[src/logic/srw_regs.svh]
/*
 * timing constants for the supply reset watchdog.
 * assumes a 20 MHz system clock.
 */
`ifndef SRW_REGS_SVH
`define SRW_REGS_SVH
// ****************************************
// timing
// ****************************************
`define SRW_CLK_HZ 20000000
`define SRW_STRETCH_MS 140
`define SRW_TIMEOUT_MS 1600
`define SRW_TIMEOUT_MIN_MS 1000
`define SRW_TIMEOUT_MAX_MS 2250
`define SRW_STRETCH_CYC ((`SRW_CLK_HZ / 1000) * `SRW_STRETCH_MS)
`define SRW_TIMEOUT_CYC ((`SRW_CLK_HZ / 1000) * `SRW_TIMEOUT_MS)
`define SRW_CNT_W 32
// ****************************************
// reset values and steps
// ****************************************
`define SRW_OUT_RST 3'h3
`define SRW_CNT_ONE 32'h0000_0001
`endif

[src/logic/srw_pkg.sv]
/*
 * types for the supply reset watchdog.
 * assumes nothing beyond the timing header.
 */
package srw_pkg;
    // ****************************************
    // kick level class
    // ****************************************
    typedef enum logic [1:0] {
        SRW_KICK_LOW = 2'h0,
        SRW_KICK_HIGH = 2'h1,
        SRW_KICK_MID = 2'h2
    } srw_kick_t;

    // ****************************************
    // reset sequencer states
    // ****************************************
    typedef enum logic [2:0] {
        SRW_ST_HOLD = 3'h1,
        SRW_ST_RUN = 3'h2,
        SRW_ST_PULSE = 3'h4
    } srw_state_t;

    // ****************************************
    // kick pin as two signals
    // ****************************************
    typedef struct packed {
        logic drive_high;
        logic drive_low;
    } srw_kick_pin_t;

    typedef struct packed {
        logic reset_n;
        logic reset;
        logic fault_n;
    } srw_out_t;
endpackage

[src/logic/srw_top.sv]
/*
 * supply supervisor with reset stretch and three-level watchdog.
 * assumes supply flag and kick inputs synchronous to i_clk.
 */
// Summary of operation
// reset output is low while the supply-low flag is set.
// reset stays low at least 140 ms after the supply-low flag clears.
// a watchdog expiry gives a reset pulse of at least 140 ms.
// any rising or falling kick transition restarts the timeout count.
// a constant high or low kick level gives one reset pulse every 1.74 s, the 1.6 s timeout plus the 140 ms pulse.
// the processor must toggle the kick input within every 1.6 s.
// a floating or mid-level kick disables the watchdog, fault stays high.
// the fault output goes low when no kick transition occurs in time.
// the fault output returns high on the first kick after a timeout.
// the fault output is forced high while the supply-low flag is set.
// an active-high reset output is always the complement of reset low.
// an unconnected kick input is the way to leave the watchdog off.
// the timeout lies between 1.0 s and 2.25 s, 1.6 s typical.
// counters with parameter terminal counts time stretch and timeout.
`timescale 1ns/1ps
`include "srw_regs.svh"
module srw_top
    import srw_pkg::*;
#(
    parameter logic [`SRW_CNT_W-1:0] STRETCH_CYC = `SRW_STRETCH_CYC,
    parameter logic [`SRW_CNT_W-1:0] TIMEOUT_CYC = `SRW_TIMEOUT_CYC
) (
    // clock and reset
    input wire logic i_clk,
    input wire logic i_rst_n,
    // supply comparator
    input wire logic i_supply_low,
    // watchdog kick pin, seen as high and low level detectors
    input wire srw_kick_pin_t i_watchdog_kick_input,
    // outputs to the processor
    output logic o_reset_n,
    output logic o_reset,
    output logic o_watchdog_fault_output_n
);
    // ****************************************
    // kick classification
    // ****************************************
    function automatic srw_kick_t srw_classify(input srw_kick_pin_t p);
        if (p.drive_high && !p.drive_low) begin
            return SRW_KICK_HIGH;
        end else if (p.drive_low && !p.drive_high) begin
            return SRW_KICK_LOW;
        end
        return SRW_KICK_MID;
    endfunction

    // ****************************************
    // counter helpers
    // ****************************************
    // terminal count reached
    function automatic logic srw_at_end(
        input logic [`SRW_CNT_W-1:0] cnt,
        input logic [`SRW_CNT_W-1:0] last
    );
        return (cnt >= last - `SRW_CNT_ONE);
    endfunction

    // count one step
    function automatic logic [`SRW_CNT_W-1:0] srw_incr(
        input logic [`SRW_CNT_W-1:0] cnt
    );
        return cnt + `SRW_CNT_ONE;
    endfunction

    srw_kick_t kick_meta, kick_sync, kick_prev;
    srw_kick_t next_kick_meta, next_kick_sync, next_kick_prev;
    srw_state_t state, next_state;
    logic [`SRW_CNT_W-1:0] stretch_cnt, next_stretch_cnt;
    logic [`SRW_CNT_W-1:0] wd_cnt, next_wd_cnt;
    srw_out_t outs, next_outs;
    logic kick_edge;
    logic wd_enabled;
    logic expire;
    logic stretch_done;

    // ****************************************
    // synchroniser
    // ****************************************
    always_comb begin
        next_kick_meta = srw_classify(i_watchdog_kick_input);
        next_kick_sync = kick_meta;
        next_kick_prev = kick_sync;
    end

    always_ff @(posedge i_clk or negedge i_rst_n) begin
        if (!i_rst_n) begin
            kick_meta <= SRW_KICK_MID;
            kick_sync <= SRW_KICK_MID;
            kick_prev <= SRW_KICK_MID;
        end else begin
            kick_meta <= next_kick_meta;
            kick_sync <= next_kick_sync;
            kick_prev <= next_kick_prev;
        end
    end

    // ****************************************
    // watchdog decode
    // ****************************************
    always_comb begin
        wd_enabled = (kick_sync != SRW_KICK_MID);
        kick_edge = wd_enabled && (kick_prev != SRW_KICK_MID)
            && (kick_sync != kick_prev);
        expire = srw_at_end(wd_cnt, TIMEOUT_CYC);
        stretch_done = srw_at_end(stretch_cnt, STRETCH_CYC);
    end

    // ****************************************
    // reset sequencer
    // ****************************************
    always_comb begin
        next_state = state;
        unique case (state)
            SRW_ST_HOLD: begin
                if (!i_supply_low && stretch_done) begin
                    next_state = SRW_ST_RUN;
                end
            end
            SRW_ST_RUN: begin
                if (i_supply_low) begin
                    next_state = SRW_ST_HOLD;
                end else if (wd_enabled && !kick_edge && expire) begin
                    next_state = SRW_ST_PULSE;
                end
            end
            SRW_ST_PULSE: begin
                if (i_supply_low) begin
                    next_state = SRW_ST_HOLD;
                end else if (stretch_done) begin
                    next_state = SRW_ST_RUN;
                end
            end
            default: begin
                next_state = SRW_ST_HOLD;
            end
        endcase
    end

    always_ff @(posedge i_clk or negedge i_rst_n) begin
        if (!i_rst_n) begin
            state <= SRW_ST_HOLD;
        end else begin
            state <= next_state;
        end
    end

    // ****************************************
    // reset stretch counter
    // ****************************************
    always_comb begin
        next_stretch_cnt = stretch_cnt;
        unique case (state)
            SRW_ST_HOLD, SRW_ST_PULSE: begin
                if (i_supply_low) begin
                    next_stretch_cnt = '0;
                end else if (!stretch_done) begin
                    next_stretch_cnt = srw_incr(stretch_cnt);
                end
            end
            SRW_ST_RUN: begin
                next_stretch_cnt = '0;
            end
            default: begin
                next_stretch_cnt = '0;
            end
        endcase
    end

    always_ff @(posedge i_clk or negedge i_rst_n) begin
        if (!i_rst_n) begin
            stretch_cnt <= '0;
        end else begin
            stretch_cnt <= next_stretch_cnt;
        end
    end

    // ****************************************
    // watchdog timeout counter
    // ****************************************
    always_comb begin
        if (state != SRW_ST_RUN || i_supply_low) begin
            next_wd_cnt = '0;
        end else if (!wd_enabled || kick_edge) begin
            next_wd_cnt = '0;
        end else if (expire) begin
            next_wd_cnt = '0;
        end else begin
            next_wd_cnt = srw_incr(wd_cnt);
        end
    end

    always_ff @(posedge i_clk or negedge i_rst_n) begin
        if (!i_rst_n) begin
            wd_cnt <= '0;
        end else begin
            wd_cnt <= next_wd_cnt;
        end
    end

    // ****************************************
    // output flops
    // ****************************************
    always_comb begin
        next_outs = outs;
        next_outs.reset_n = (next_state == SRW_ST_RUN);
        next_outs.reset = (next_state != SRW_ST_RUN);
        if (i_supply_low || !wd_enabled || kick_edge) begin
            next_outs.fault_n = 1'h1;
        end else if (state == SRW_ST_RUN && expire) begin
            next_outs.fault_n = 1'h0;
        end
    end

    always_ff @(posedge i_clk or negedge i_rst_n) begin
        if (!i_rst_n) begin
            outs <= `SRW_OUT_RST;
        end else begin
            outs <= next_outs;
        end
    end

    assign o_reset_n = outs.reset_n;
    assign o_reset = outs.reset;
    assign o_watchdog_fault_output_n = outs.fault_n;
endmodule

[config.mk]
export PLATFORM = sky130hd
export DESIGN_NAME = srw_top
export DESIGN_NICKNAME = d
export VERILOG_FILES = /design/src/logic/srw_pkg.sv /design/src/logic/srw_top.sv
export VERILOG_INCLUDE_DIRS = /design/src /design/src/logic
export SDC_FILE = /design/constraint.sdc
export NUM_CORES = 1
export LEC_CHECK = 0
export ABC_AREA = 1
export BUFFER_PORTS_ARGS = -buffer_cell sky130_fd_sc_hd__buf_2
export CAP_MARGIN = 10
export CORE_UTILIZATION = 40
export DETAILED_ROUTE_END_ITERATION = 10
export GPL_TIMING_DRIVEN = 0
export HOLD_SLACK_MARGIN = 0.12
export PLACE_DENSITY = 0.52
export REMOVE_ABC_BUFFERS = 1
export SYNTH_ARGS = -nofsm -noshare
export SYNTH_HDL_FRONTEND = slang
export SYNTH_SLANG_ARGS = --single-unit
[constraint.sdc]
create_clock -name i_clk -period 2.8 [get_ports i_clk]
set_clock_uncertainty 0.15 [all_clocks]
set_input_delay 0.28 -clock i_clk [delete_from_list [all_inputs] [get_ports i_clk]]
set_output_delay 0.28 -clock i_clk [all_outputs]
set_load 0.03 [all_outputs]
==> flow_summary.json <==
{
  "finalCritPeriodShare": 0.861,
  "cap_violations": 0,
  "fp-row-count": 36,
  "hp-class": "reg2reg",
  "p_leak_nw": 1.98,
  "crit_type": "reg2reg",
  "grt_pass1_wl_um": 15800,
  "initialDrtViolationCount": 164,
  "crit_buf_inv": 0,
  "setup_viol": 0,
  "fp.dieH_um": 104,
  "timing.slew.headroom": 0.541,
  "initial_core_util": 0.421,
  "cp_top_family": "simple AND/OR/NAND/NOR gates",
  "slew_violations": 0,
  "cpPeakStageDelay_ns": 0.59,
  "fmax_mhz": 415,
  "final_hold_viol_count": 0,
  "yosys.area_share.adder": 0.00896,
  "synth-edff-count": 0,
  "synthSimpleGateAreaFrac": 0.377,
  "synth_top_area_cell": "dfrtp_1",
  "cts_buffers": 9,
  "cp-start-kind": "flip-flop",
  "first_pass_iters": 5,
  "synth_xor_area_frac": 0.0314,
  "cts_root_buf": "clkbuf_8",
  "fin_crit_ns": 2.41,
  "crit_chain": "ha_1, nand2_2, nor2_4, nand2_2, nand2_1, nand2_1, nand2_1, nand2_2, a21oi_2, nand2_1, nand2_1",
  "synth_area_leaders": "dfrtp_1, nand2_1, nor2_1",
  "status": "finished clean",
  "yosysUniqueCellTypes": 38,
  "wl_um": 8970,
  "clock-sinks": 76,
  "grt_overflow_total": 0,
  "die_area_um2": 10900,
  "critPathRequiredTime_ns": 2.94,
  "vias_per_cell": 4.82,
  "clock_path_buffers": 2,
  "drive_gt1_frac": 0.0961,
  "hpwl_um": 6500,
  "drtAntennaViolNets": 0,
  "ys_ff_latch": 76,
  "slowest_stage": "a21oi_2",
  "syn_to_final_growth_pct": 10.4,
  "tightest_slew_ns": 0.689,
  "synth_top_area_share": 0.418,
  "synth_top_family_by_area": "simple AND/OR/NAND/NOR gates",
  "ys.flop_type": "dfrtp_1",
  "cp_max_fo": 12,
  "insertion_delay_ns": 0.35,
  "power.density_nw_per_um2": 465,
  "ys_seq_area_frac": 0.456,
  "synthMuxAreaShare": 0,
  "clkTransAtPathRegs_ns": 0.08,
  "gp_congestion": 0.841,
  "yosys_warnings": 0,
  "die_x_um": 104,
  "drc_errors": 0,
  "portBuffers": 7,
  "grt_start_max_net_pins": 55,
  "crit_arrival_ns": 2.55,
  "tns_ns": 0,
  "fin_util": 0.465,
  "rsz0062_at_grt": "false",
  "worstSetupEndpointType": "flip-flop",
  "antenna_found_initial": 0,
  "post-cts-setup-buffers": 0,
  "cp_common_cell": "nand2_1",
  "antenna_cells": 0,
  "synthArstFlopShare": 1.00,
  "synthCells": 569,
  "layout.nets": 596,
  "synth_compound_area_frac": 0.0478,
  "grt_pass1_vias": 3358,
  "tritoncts": "yes",
  "synth_area_um2": 4190,
  "ir_worst_vdd_mv": 0.227,
  "grt_usage": 0.183,
  "io_pins": 8,
  "vias": 3501,
  "cts_max_level": 3,
  "wl_per_cell_um": 12.4,
  "avgSynthCellArea_um2": 7.36,
  "core_area_um2": 9950
}
cell usage after synthesis (2+ instances only):
library cell / count
nand2_1: 160
nor2_1: 118
dfrtp_1: 70
inv_1: 61
nand3_1: 38
nor3_1: 22
nand4_1: 12
xor2_1: 12
o21ai_2: 9
a21oi_1: 7
dfstp_2: 6
buf_6: 5
o21ai_0: 5
nand2_2: 4
ha_1: 3
inv_2: 3
nor2_4: 3
nor4_1: 3
xnor2_1: 3
buf_2: 2
clkbuf_1: 2
nand2_4: 2
nor2_2: 2
o21a_1: 2
o21ai_1: 2
power breakdown:
part / switching (W) / internal (W)
Clock: 0.000431 / 0.000526
Sequential: 0.00000793 / 0.00112
Combinational: 0.0000457 / 0.0000223
Total: 0.000485 / 0.00166
path summary, 6_finish.rpt:
check                               startpoint               to  slack [ns]  depth (start not counted)
worst max-delay path            stretch_cnt[0]   stretch_cnt[1]        0.39                         11
worst min-delay path              kick_meta[0]     kick_sync[0]        0.20                          0
worst max register to register  stretch_cnt[0]   stretch_cnt[1]        0.39                         11
worst min register to register    kick_meta[0]     kick_sync[0]        0.20                          0
max in group asynchronous              i_rst_n     kick_sync[1]        1.67                          3
min in group asynchronous              i_rst_n  stretch_cnt[29]        0.21                          2
worst reg2reg max path, cell delays in order (launching register included):
cell and delay (ns):
dfrtp_1 0.44, ha_1 0.30, nand2_2 0.11, nor2_4 0.18, nand2_2 0.08, nand2_1 0.06, nand2_1 0.05, nand2_1 0.07
nand2_2 0.10, a21oi_2 0.59, nand2_1 0.12, nand2_1 0.09
layout make-up:
cell class	instances	area, um^2
Timing Repair Buffer	12	105
Inverter	65	244
Tap cell	133	166
Sequential cell	76	1910
Multi-Input combinational cell	424	1980
Clock inverter	6	86.3
Clock buffer	10	138
Fill cell	1056	5330
logic make-up (layout without fill, tap and decap cells):
| group | count (synthesis) | after routing |
|---|---|---|
| other | 1 | 7 |
| xor gates and xnor gates | 15 | 15 |
| buffers and inverters | 75 | 93 |
| and+or+nand+nor | 369 | 369 |
| DFF | 76 | 76 |
| AOI/OAI and AO/OA | 30 | 30 |
| adders and majority gates | 3 | 3 |
state kept, by name, indices dropped and copies added (netlist names):
register	cells
o_reset_n	1
o_reset	1
wd_cnt	32
stretch_cnt	32
kick_meta	2
state	3
kick_sync	2
kick_prev	2
o_watchdog_fault_output_n	1
routing by layer:
| metal | GRT usage | vias up | wire (um) |
|---|---|---|---|
| met5 | 0 | - | 0 |
| met1 | 0.262 | 1636 | 4640 |
| met2 | 0.276 | 52 | 3930 |
| li1 | - | 1808 | - |
| met3 | 0.0345 | 5 | 338 |
| met4 | 0.0612 | 0 | 58 |
per-stage QoR:
stage                     power (W)  std cells  area [um^2]  worst slack, ns  hold WS (ns)
after floorplan             0.00117        565         4130            0.909        -0.166
after global placement      0.00120        705         4330            0.411         0.187
after detailed placement    0.00121        706         4360            0.380        0.0627
after CTS                   0.00219        726         4620            0.360         0.204
after global routing        0.00226        726         4620            0.185         0.212
final                       0.00215        726         4620            0.390         0.202
cell usage in the layout (no fill, tap or decap), drive strengths merged, types with 2 or more instances in the layout:
cell type and count:
nand2 166, nor2 124, dfrtp 70, inv 65, nand3 39, nor3 22, o21ai 16, nand4 12
xor2 12, clkbuf 10, a21oi 8, buf 8, conb 7, dfstp 6, dlygate4sd3 4, xnor2 3
nor4 3, ha 3, clkinv 3, o21a 2, bufinv 2
timing repair:
item,in CTS,in global routing
endpoints found under the hold margin,72,0
gates resized for setup,0,0
hold buffers,4,0
Power figures use the tool's default switching activity.
